===== src/pfap_pkg.sv =====
// constants, types and register layout of the program flash access and protection block
package pfap_pkg;

  localparam int unsigned CLK_PERIOD_NS   = 50;
  localparam int unsigned PROG_TIME_NS    = 5000;
  localparam int unsigned PROG_CYCLES     = (PROG_TIME_NS + CLK_PERIOD_NS - 1) / CLK_PERIOD_NS;

  localparam logic [7:0]  FLASH_CTRL_STAT_OFS   = 8'h2F;
  localparam logic [7:0]  FLASH_CTRL_STAT_RESET = 8'h00;
  localparam int unsigned OPTION_AREA_SEL_POS   = 2;
  localparam int unsigned LATCH_ENABLE_POS      = 1;
  localparam int unsigned PROGRAM_START_POS     = 0;

  localparam logic [7:0]  UNLOCK_KEY_FIRST  = 8'h56;
  localparam logic [7:0]  UNLOCK_KEY_SECOND = 8'hAE;

  localparam logic [5:0]  ENTRY_PULSES_EXT = 6'h23;
  localparam logic [5:0]  ENTRY_PULSES_RC  = 6'h26;

  localparam logic [7:0]  OPTION_BYTE_RESET  = 8'h00;
  localparam int unsigned READ_PROTECT_POS   = 0;
  localparam int unsigned WRITE_PROTECT_POS  = 1;

  localparam int unsigned LATCH_BYTES = 32;
  localparam int unsigned ADDR_W      = 11;
  localparam int unsigned IDX_W       = 5;
  localparam int unsigned ROW_W       = ADDR_W - IDX_W;
  localparam logic [IDX_W-1:0] LAST_IDX = 5'h1F;

  typedef enum logic [4:0] {
    PFAP_IDLE  = 5'h01,
    PFAP_MASS  = 5'h02,
    PFAP_ERASE = 5'h04,
    PFAP_PROG  = 5'h08,
    PFAP_WAIT  = 5'h10
  } pfap_seq_t;

  typedef enum logic [2:0] {
    PFAP_LOCKED = 3'h1,
    PFAP_HALF   = 3'h2,
    PFAP_OPEN   = 3'h4
  } pfap_unlock_t;

  typedef struct packed {
    logic              wr;
    logic              erase_sector;
    logic              erase_all;
    logic              optb_wr;
    logic [ADDR_W-1:0] addr;
    logic [7:0]        data;
  } pfap_flash_cmd_t;

endpackage


===== src/pfap_sync.sv =====
// two-flop synchroniser for pin inputs
module pfap_sync #(
  parameter int unsigned  W       = 1,
  parameter logic [W-1:0] RST_VAL = '0
) (
  input  wire logic         clk,
  input  wire logic         rst,
  input  wire logic [W-1:0] d,
  output logic      [W-1:0] q
);

  logic [W-1:0] meta_ff;

  always_ff @(posedge clk or posedge rst) begin
    if (rst) begin
      // per-bit reset level avoids a false edge when the pin idles high
      meta_ff <= RST_VAL;
      q       <= RST_VAL;
    end else begin
      meta_ff <= d;
      q       <= meta_ff;
    end
  end

endmodule


===== src/pfap_timer.sv =====
// one-shot cycle timer for programming and erase durations
module pfap_timer #(
  parameter int unsigned CNT_W  = 8,
  parameter int unsigned CYCLES = 100
) (
  input  wire logic clk,
  input  wire logic rst,
  input  wire logic start,
  output logic      busy,
  output logic      done
);

  localparam logic [CNT_W-1:0] LOAD = CNT_W'(CYCLES - 1);

  logic [CNT_W-1:0] cnt_ff;

  always_ff @(posedge clk or posedge rst) begin
    if (rst) begin
      cnt_ff <= '0;
      busy   <= 1'b0;
      done   <= 1'b0;
    end else begin
      done <= 1'b0;
      if (start) begin
        cnt_ff <= LOAD;
        busy   <= 1'b1;
      end else if (busy) begin
        if (cnt_ff == '0) begin
          busy <= 1'b0;
          done <= 1'b1;
        end else begin
          cnt_ff <= cnt_ff - 1'b1;
        end
      end
    end
  end

endmodule


===== src/pfap_top.sv =====
// program flash sequencer with unlock keys, protection options and serial mode entry
module pfap_top
  import pfap_pkg::*;
#(
  parameter logic [ADDR_W-1:0] SECTOR0_BYTES = 11'h400
) (
  input  wire logic              REF_CLK,
  input  wire logic              RST,
  input  wire logic [7:0]        REG_ADDR,
  input  wire logic [7:0]        REG_WDATA,
  input  wire logic              REG_WR,
  input  wire logic              REG_RD,
  output logic      [7:0]        REG_RDATA,
  input  wire logic              MEM_WR,
  input  wire logic [ADDR_W-1:0] MEM_ADDR,
  input  wire logic [7:0]        MEM_WDATA,
  output pfap_flash_cmd_t        FLASH_CMD,
  output logic                   FLASH_REFUSED,
  output logic      [7:0]        OPTION_BYTE,
  input  wire logic              RESET_PIN_N,
  input  wire logic              SERIAL_LINK_CLOCK_PIN_I,
  output logic                   SERIAL_LINK_CLOCK_PIN_O,
  output logic                   SERIAL_LINK_CLOCK_PIN_OE_N,
  output logic                   SERIAL_LINK_CLOCK_PULLUP_EN,
  input  wire logic              APP_CLK_PIN_OUT_EN,
  input  wire logic              APP_CLK_PIN_LEVEL,
  output logic                   IN_CIRCUIT_COMM_MODE,
  output logic                   EXTERNAL_CLOCK_INPUT_SEL,
  output logic                   INTERNAL_RC_FORCED,
  output logic                   READOUT_BLOCK
);

  pfap_seq_t        state_ff;
  pfap_unlock_t     unlock_ff;
  logic             area_sel_ff;
  logic             latch_en_ff;
  logic             run_ff;
  logic             done_ff;
  logic             mass_done_ff;
  logic [IDX_W-1:0] idx_ff;
  logic [7:0]       latch_data_ff [LATCH_BYTES];
  logic [LATCH_BYTES-1:0] latch_vld_ff;
  logic [ROW_W-1:0] row_ff;
  logic [7:0]       optb_ff;
  logic [1:0]       pins_s;
  logic             rst_pin_s;
  logic             clk_pin_s;
  logic             rst_pin_q_ff;
  logic             clk_pin_q_ff;
  logic [5:0]       pulse_cnt_ff;
  logic             comm_ff;
  logic             tmr_busy;
  logic             tmr_done;

  // reset pin reads as held, clock pin as its pulled-up idle level
  pfap_sync #(.W(2), .RST_VAL(2'b01)) u_sync (
    .clk (REF_CLK),
    .rst (RST),
    .d   ({RESET_PIN_N, SERIAL_LINK_CLOCK_PIN_I}),
    .q   (pins_s)
  );

  assign rst_pin_s = pins_s[1];
  assign clk_pin_s = pins_s[0];

  wire fcs_hit  = (REG_ADDR == FLASH_CTRL_STAT_OFS);
  wire idle     = (state_ff == PFAP_IDLE);
  wire ctrl_wr  = REG_WR && fcs_hit && (unlock_ff == PFAP_OPEN) && idle && !run_ff;
  wire unlatch  = ctrl_wr && latch_en_ff && !REG_WDATA[LATCH_ENABLE_POS];
  wire start    = idle && run_ff && !done_ff;
  wire rp       = optb_ff[READ_PROTECT_POS];
  wire wp       = optb_ff[WRITE_PROTECT_POS];
  wire in_sec0  = ({row_ff, 5'h00} < SECTOR0_BYTES);
  wire area_ok  = latch_en_ff && latch_vld_ff[0];
  wire rp_clear = rp && !latch_data_ff[0][READ_PROTECT_POS];
  // protections checked independently, either one alone stops the array
  wire array_ok = !rp && !wp && (comm_ff || !in_sec0);
  wire go_mass  = start && area_sel_ff && area_ok && rp_clear;
  wire go_aprog = start && area_sel_ff && area_ok && !rp_clear;
  wire go_prog  = start && !area_sel_ff && latch_en_ff && array_ok;
  wire go_erase = start && !area_sel_ff && !latch_en_ff && array_ok;
  wire go_ref   = start && !(go_mass || go_aprog || go_prog || go_erase);
  wire prog_end = (state_ff == PFAP_PROG) && (area_sel_ff || idx_ff == LAST_IDX);
  wire tmr_go   = go_mass || go_erase || prog_end;

  pfap_timer #(.CNT_W(8), .CYCLES(PROG_CYCLES)) u_timer (
    .clk   (REF_CLK),
    .rst   (RST),
    .start (tmr_go),
    .busy  (tmr_busy),
    .done  (tmr_done)
  );

  // control register and unlock keys
  always_ff @(posedge REF_CLK or posedge RST) begin
    if (RST) begin
      unlock_ff   <= PFAP_LOCKED;
      area_sel_ff <= FLASH_CTRL_STAT_RESET[OPTION_AREA_SEL_POS];
      latch_en_ff <= FLASH_CTRL_STAT_RESET[LATCH_ENABLE_POS];
      run_ff      <= FLASH_CTRL_STAT_RESET[PROGRAM_START_POS];
    end else if (done_ff) begin
      latch_en_ff <= 1'b0;
      run_ff      <= 1'b0;
    end else if (REG_WR && fcs_hit) begin
      unique case (unlock_ff)
        PFAP_LOCKED: begin
          if (REG_WDATA == UNLOCK_KEY_FIRST) begin
            unlock_ff <= PFAP_HALF;
          end
        end
        PFAP_HALF: begin
          unlock_ff <= (REG_WDATA == UNLOCK_KEY_SECOND) ? PFAP_OPEN : PFAP_LOCKED;
        end
        PFAP_OPEN: begin
          if (ctrl_wr) begin
            area_sel_ff <= REG_WDATA[OPTION_AREA_SEL_POS];
            latch_en_ff <= REG_WDATA[LATCH_ENABLE_POS];
            run_ff      <= REG_WDATA[PROGRAM_START_POS];
          end
        end
      endcase
    end
  end

  // data latches; cleared at cycle end and when software drops the latch bit
  always_ff @(posedge REF_CLK or posedge RST) begin
    if (RST) begin
      latch_vld_ff <= '0;
      row_ff       <= '0;
      for (int i = 0; i < LATCH_BYTES; i++) begin
        latch_data_ff[i] <= 8'h00;
      end
    end else if (done_ff || unlatch) begin
      latch_vld_ff <= '0;
    end else if (MEM_WR && latch_en_ff && idle && !run_ff) begin
      // only the low five bits pick the byte; the row follows the last write
      latch_data_ff[MEM_ADDR[IDX_W-1:0]] <= MEM_WDATA;
      latch_vld_ff[MEM_ADDR[IDX_W-1:0]]  <= 1'b1;
      row_ff                             <= MEM_ADDR[ADDR_W-1:IDX_W];
    end
  end

  // sequencer
  always_ff @(posedge REF_CLK or posedge RST) begin
    if (RST) begin
      state_ff     <= PFAP_IDLE;
      idx_ff       <= '0;
      done_ff      <= 1'b0;
      mass_done_ff <= 1'b0;
    end else begin
      done_ff <= 1'b0;
      unique case (state_ff)
        PFAP_IDLE: begin
          idx_ff       <= '0;
          mass_done_ff <= 1'b0;
          if (go_mass) begin
            state_ff <= PFAP_MASS;
          end else if (go_aprog || go_prog) begin
            state_ff <= PFAP_PROG;
          end else if (go_erase) begin
            state_ff <= PFAP_ERASE;
          end else if (go_ref) begin
            done_ff <= 1'b1;
          end
        end
        PFAP_MASS: begin
          if (tmr_done) begin
            mass_done_ff <= 1'b1;
            state_ff     <= PFAP_PROG;
          end
        end
        PFAP_ERASE: begin
          if (tmr_done) begin
            state_ff <= PFAP_IDLE;
            done_ff  <= 1'b1;
          end
        end
        PFAP_PROG: begin
          idx_ff <= idx_ff + 1'b1;
          if (prog_end) begin
            state_ff <= PFAP_WAIT;
          end
        end
        PFAP_WAIT: begin
          if (tmr_done) begin
            state_ff <= PFAP_IDLE;
            done_ff  <= 1'b1;
          end
        end
      endcase
    end
  end

  // commands to the flash array, one byte per cycle while walking the latches
  always_ff @(posedge REF_CLK or posedge RST) begin
    if (RST) begin
      FLASH_CMD     <= '0;
      FLASH_REFUSED <= 1'b0;
    end else begin
      FLASH_REFUSED          <= go_ref;
      FLASH_CMD.erase_all    <= go_mass;
      FLASH_CMD.erase_sector <= go_erase;
      FLASH_CMD.optb_wr      <= (state_ff == PFAP_PROG) && area_sel_ff;
      FLASH_CMD.wr           <= (state_ff == PFAP_PROG) && !area_sel_ff && latch_vld_ff[idx_ff];
      FLASH_CMD.addr         <= go_erase ? {row_ff, 5'h00} : {row_ff, idx_ff};
      FLASH_CMD.data         <= area_sel_ff ? latch_data_ff[0] : latch_data_ff[idx_ff];
    end
  end

  // option byte image; write protection can only ever be added
  always_ff @(posedge REF_CLK or posedge RST) begin
    if (RST) begin
      optb_ff <= OPTION_BYTE_RESET;
    end else if ((state_ff == PFAP_PROG) && area_sel_ff) begin
      optb_ff                    <= latch_data_ff[0];
      optb_ff[READ_PROTECT_POS]  <= latch_data_ff[0][READ_PROTECT_POS];
      optb_ff[WRITE_PROTECT_POS] <= wp | latch_data_ff[0][WRITE_PROTECT_POS];
    end
  end

  // serial mode entry: count clock pin pulses while the reset pin is low
  always_ff @(posedge REF_CLK or posedge RST) begin
    if (RST) begin
      rst_pin_q_ff             <= 1'b0;
      clk_pin_q_ff             <= 1'b1;
      pulse_cnt_ff             <= '0;
      comm_ff                  <= 1'b0;
      EXTERNAL_CLOCK_INPUT_SEL <= 1'b0;
      INTERNAL_RC_FORCED       <= 1'b0;
    end else begin
      rst_pin_q_ff <= rst_pin_s;
      clk_pin_q_ff <= clk_pin_s;
      if (rst_pin_q_ff && !rst_pin_s) begin
        pulse_cnt_ff <= '0;
        comm_ff      <= 1'b0;
      end else if (!rst_pin_s && clk_pin_s && !clk_pin_q_ff && pulse_cnt_ff != 6'h3F) begin
        pulse_cnt_ff <= pulse_cnt_ff + 1'b1;
      end else if (!rst_pin_q_ff && rst_pin_s) begin
        comm_ff                  <= (pulse_cnt_ff == ENTRY_PULSES_EXT) ||
                                    (pulse_cnt_ff == ENTRY_PULSES_RC);
        EXTERNAL_CLOCK_INPUT_SEL <= (pulse_cnt_ff == ENTRY_PULSES_EXT);
        INTERNAL_RC_FORCED       <= (pulse_cnt_ff == ENTRY_PULSES_RC);
      end
    end
  end

  // status outputs and clock pin control; any reset drops the pin to pulled input
  always_ff @(posedge REF_CLK or posedge RST) begin
    if (RST) begin
      SERIAL_LINK_CLOCK_PIN_OE_N  <= 1'b1;
      SERIAL_LINK_CLOCK_PIN_O     <= 1'b0;
      SERIAL_LINK_CLOCK_PULLUP_EN <= 1'b1;
      IN_CIRCUIT_COMM_MODE        <= 1'b0;
      READOUT_BLOCK               <= 1'b0;
      OPTION_BYTE                 <= OPTION_BYTE_RESET;
    end else begin
      SERIAL_LINK_CLOCK_PIN_OE_N  <= !(rst_pin_s && APP_CLK_PIN_OUT_EN);
      SERIAL_LINK_CLOCK_PIN_O     <= rst_pin_s && APP_CLK_PIN_LEVEL;
      SERIAL_LINK_CLOCK_PULLUP_EN <= !(rst_pin_s && APP_CLK_PIN_OUT_EN);
      IN_CIRCUIT_COMM_MODE        <= comm_ff;
      READOUT_BLOCK               <= comm_ff && rp;
      OPTION_BYTE                 <= optb_ff;
    end
  end

  // register read, data one cycle after the strobe
  always_ff @(posedge REF_CLK or posedge RST) begin
    if (RST) begin
      REG_RDATA <= 8'h00;
    end else if (REG_RD && fcs_hit) begin
      REG_RDATA <= {5'h00, area_sel_ff, latch_en_ff, run_ff};
    end else begin
      REG_RDATA <= 8'h00;
    end
  end
endmodule


===== config.mk =====
export PLATFORM = sky130hd
export DESIGN_NAME = pfap_top
export DESIGN_NICKNAME = d
export VERILOG_FILES = /design/src/pfap_pkg.sv /design/src/pfap_sync.sv /design/src/pfap_timer.sv /design/src/pfap_top.sv
export SDC_FILE = /design/constraint.sdc
export NUM_CORES = 1
export LEC_CHECK = 0
export BUFFER_PORTS_ARGS = -buffer_cell sky130_fd_sc_hd__buf_2
export CAP_MARGIN = 10
export CORE_UTILIZATION = 35
export CTS_BUF_LIST = sky130_fd_sc_hd__clkbuf_8
export CTS_CLUSTER_DIAMETER = 120
export DETAILED_ROUTE_END_ITERATION = 10
export PLACE_DENSITY_LB_ADDON = 0.05
export SLEW_MARGIN = 40
export SYNTH_ARGS = -nofsm -noshare
export SYNTH_HDL_FRONTEND = slang
export SYNTH_SLANG_ARGS = --single-unit

===== constraint.sdc =====
create_clock -name REF_CLK -period 15.8 [get_ports REF_CLK]
set_clock_uncertainty 0.15 [all_clocks]
set_input_delay 1.58 -clock REF_CLK [delete_from_list [all_inputs] [get_ports REF_CLK]]
set_output_delay 1.58 -clock REF_CLK [all_outputs]
set_load 0.01 [all_outputs]

==> reports/metrics.cfg <==
[global_routing]
antenna_found_initial=4
grt_max_degree=136
grt_pass1_wl_um=70100
track_usage_pct=18.7
grt.overflow.total=0
grt_pass1_vias=11100

[logic_synthesis]
synth-async-reset-ratio_pct=100
synth_top_family_by_area=multiplexers
synthFlopType=dfrtp_1
yosysTopAreaCell=dfrtp_1
yosysUniqueCellTypes=68
netlist_area_um2=17300
yosys.area_share.simple_pct=8.63
synthCells=1246
synthXorXnorAreaFrac_pct=0.657
synth_warnings=0
synth-compound-area-share_pct=4.19
avgSynthCellArea_um2=13.9
synth_mux_area_share_pct=28.2
ys_ff_latch=383
synth_edf_count=0
synth.area.top_cells=dfrtp_1 (54%), mux2_2 (19%), mux4_2 (5.7%)
synthDominantCellAreaShare_pct=54.4
yosys.area_share.adder_pct=0.505
seq_area_frac_synth_pct=55.3

[hold_path]
hold_start=u_sync.meta_ff[0]
hp-class=reg2reg
hold_depth=0
holdPathEnd=u_sync.q[0]

[setup_path]
critPathArrivalTime_ns=3.98
rrSetupSlack_ns=12.30
cp_max_fo=9
worstReg2RegEnd=FLASH_CMD[3]
critPathKind=in2reg
worstPathRequired_ns=16.15
start_kind=primary input
timing.rr.start=idx_ff[0]
rr_worst_depth=6
cp-end-kind=flip-flop

[floorplan]
start_util_pct=35.5
rows=81
die_w_um=225
core_area_um2=48800
dieArea_um2=50400
io-pin-count=91
die_h_um=225

[route]
via_count=10500
viasPerCell=5.08
drcViolationCount=0
wirelength_um=45500
dr.pass1.iters=5
drt-wirelength-per-cell_um=22.0
antenna_left=0
drtIter0Drc=471

[clock_tree]
cts_num_sinks=383
clock_path_buffers=3
cts_hold_buf=0
post_cts_buffers=0
insertion_delay_ns=0.65
path_clk_slew_ns=0.05
numCtsBuffers=73
htree_levels=3
cts_resized=0
root_buffer=clkbuf_8
cts_tree=built

[placement]
place.detailed.hpwl_um=28100
gp_congestion=0.736
placed_area_um2=18400
port_buffers=85

[sta]
final_max_slew_viol_count=0
fin_crit_sh_pct=22.9
hold-worst-slack_ns=0.201
slew_headroom_pct=45.4
rsz0062_at_grt=false
tns_ns=0
hold_viol=0
max_clock_freq_mhz=276
worstMarginPinSlew_ns=0.817
layout_min_cycle_time_ns=3.62
setup_violations=0

[pwr]
power.leakage_nw=9.77
vdd_drop_max_uv=53.8
power.density_nw_per_um2=99.9
power_mw=1.98

[layout]
final_cell_mix=dfrtp_1 (373), mux2_2 (299), clkbuf_8 (88), buf_2 (85), nand2_1 (78)
final_area_um2=19900
n_fill_cell=4699
nNetsFinal=1395
drive_above_1_share_pct=42.6
final_common_cell=dfrtp_1
area_delta_synth_final_pct=14.6

[run]
drv_cap=0

[run_status]
status=complete, no violations

[cell usage after synthesis (3+ instances only)]
cell and instances:
nand4_1 5, and2_1 13, nand3_1 3, a2bb2oi_1 7, nor2b_1 10, mux2_2 299, nand3_2 20, mux4_2 44
nand3_4 7, nor3b_1 5, or2_2 3, clkbuf_1 41, dfstp_2 6, xnor2_1 7, nand2b_1 9, nand2_1 78
nor2_1 38, and3_1 4, a222oi_1 7, and3b_1 4, inv_1 22, dfrtp_1 377, o22ai_1 17, a21oi_1 13
mux2i_1 50, nor4_1 9, o21ai_0 23, a22o_1 3, xor2_1 6, a21boi_0 7, buf_4 8, ha_1 7
nor3_1 14, buf_2 16, buf_1 12, a211oi_1 9, a31oi_1 3
[report_power, final]
group          leakage, nW  total [mW]  switching (mW)  internal (mW)
Combinational         3.65      0.0545          0.0439         0.0105
Sequential            5.27       0.985         0.00146          0.984
Clock                0.845       0.945           0.427          0.518
[how the worst max path moves through the flow]
stage | from | cells past startpoint | to | slack (ns)
after floorplan | RST | 1 | EXTERNAL_CLOCK_INPUT_SEL | 3.44
after global placement | MEM_ADDR[1] | 5 | latch_data_ff[46] | 11.56
after detailed placement | MEM_ADDR[1] | 5 | latch_data_ff[40] | 11.57
after CTS | idx_ff[0] | 6 | FLASH_CMD[3] | 12.00
after global routing | idx_ff[0] | 6 | FLASH_CMD[5] | 12.05
final | MEM_ADDR[1] | 5 | latch_data_ff[40] | 12.18
[stage by stage]
step | util [%] | worst slack, ns | std cells
after floorplan | - | 3.44 | 1250
after global placement | 37.6 | 11.56 | 1931
after detailed placement | 37.7 | 11.57 | 1932
after CTS | 40.6 | 12.00 | 2062
after global routing | 40.7 | 12.05 | 2063
final | 40.7 | 12.18 | 2065
[worst max-delay path, stage by stage]
cell	delay (ns)
buf_2	0.14
nor2b_1	0.66
nor3b_1	0.75
nand4_2	0.44
mux2_2	0.40
[state kept, by name, indices dropped and copies added, names as in the netlist, 2 cells and up]
| register | cells |
|---|---|
| latch_data_ff | 256 |
| latch_vld_ff | 32 |
| FLASH_CMD | 23 |
| OPTION_BYTE | 8 |
| optb_ff | 8 |
| u_timer.cnt_ff | 8 |
| pulse_cnt_ff | 6 |
| row_ff | 6 |
| idx_ff | 5 |
| state_ff | 5 |
| REG_RDATA | 3 |
| unlock_ff | 3 |
| u_sync.meta_ff | 2 |
| u_sync.q | 2 |
[logic make-up (layout without fill, tap and decap cells)]
group,Yosys count,after routing
xor gates and xnor gates,13,13
buffers and inverters,100,249
other,1,7
AOI/OAI and AO/OA,105,105
muxes,395,395
and+or+nand+nor,242,242
DFF,383,383
adders and majority gates,7,7
[layer usage]
metal  GRT usage (%)  part of all wire, %  up-vias
met5               0                0.079        -
met4            5.22                  1.9        6
met3            3.97                  3.6       79
met2            30.5                   48      169
met1            25.2                   46     5509
li1                -                    -     4735
[final cells by class]
cell class | instances | area (um^2) | share of cell area [%]
flip-flops and latches | 383 | 9600 | 48.3
multi-input cells | 767 | 7350 | 37.0
clock buffers | 88 | 1210 | 6.10
well taps | 664 | 831 | 4.18
repair buffers | 97 | 568 | 2.86
clock inverters | 42 | 200 | 1.01
inverters | 22 | 95.1 | 0.479
diodes | 2 | 5.00 | 0.0252
No activity file was read; power rests on OpenSTA's default activity.
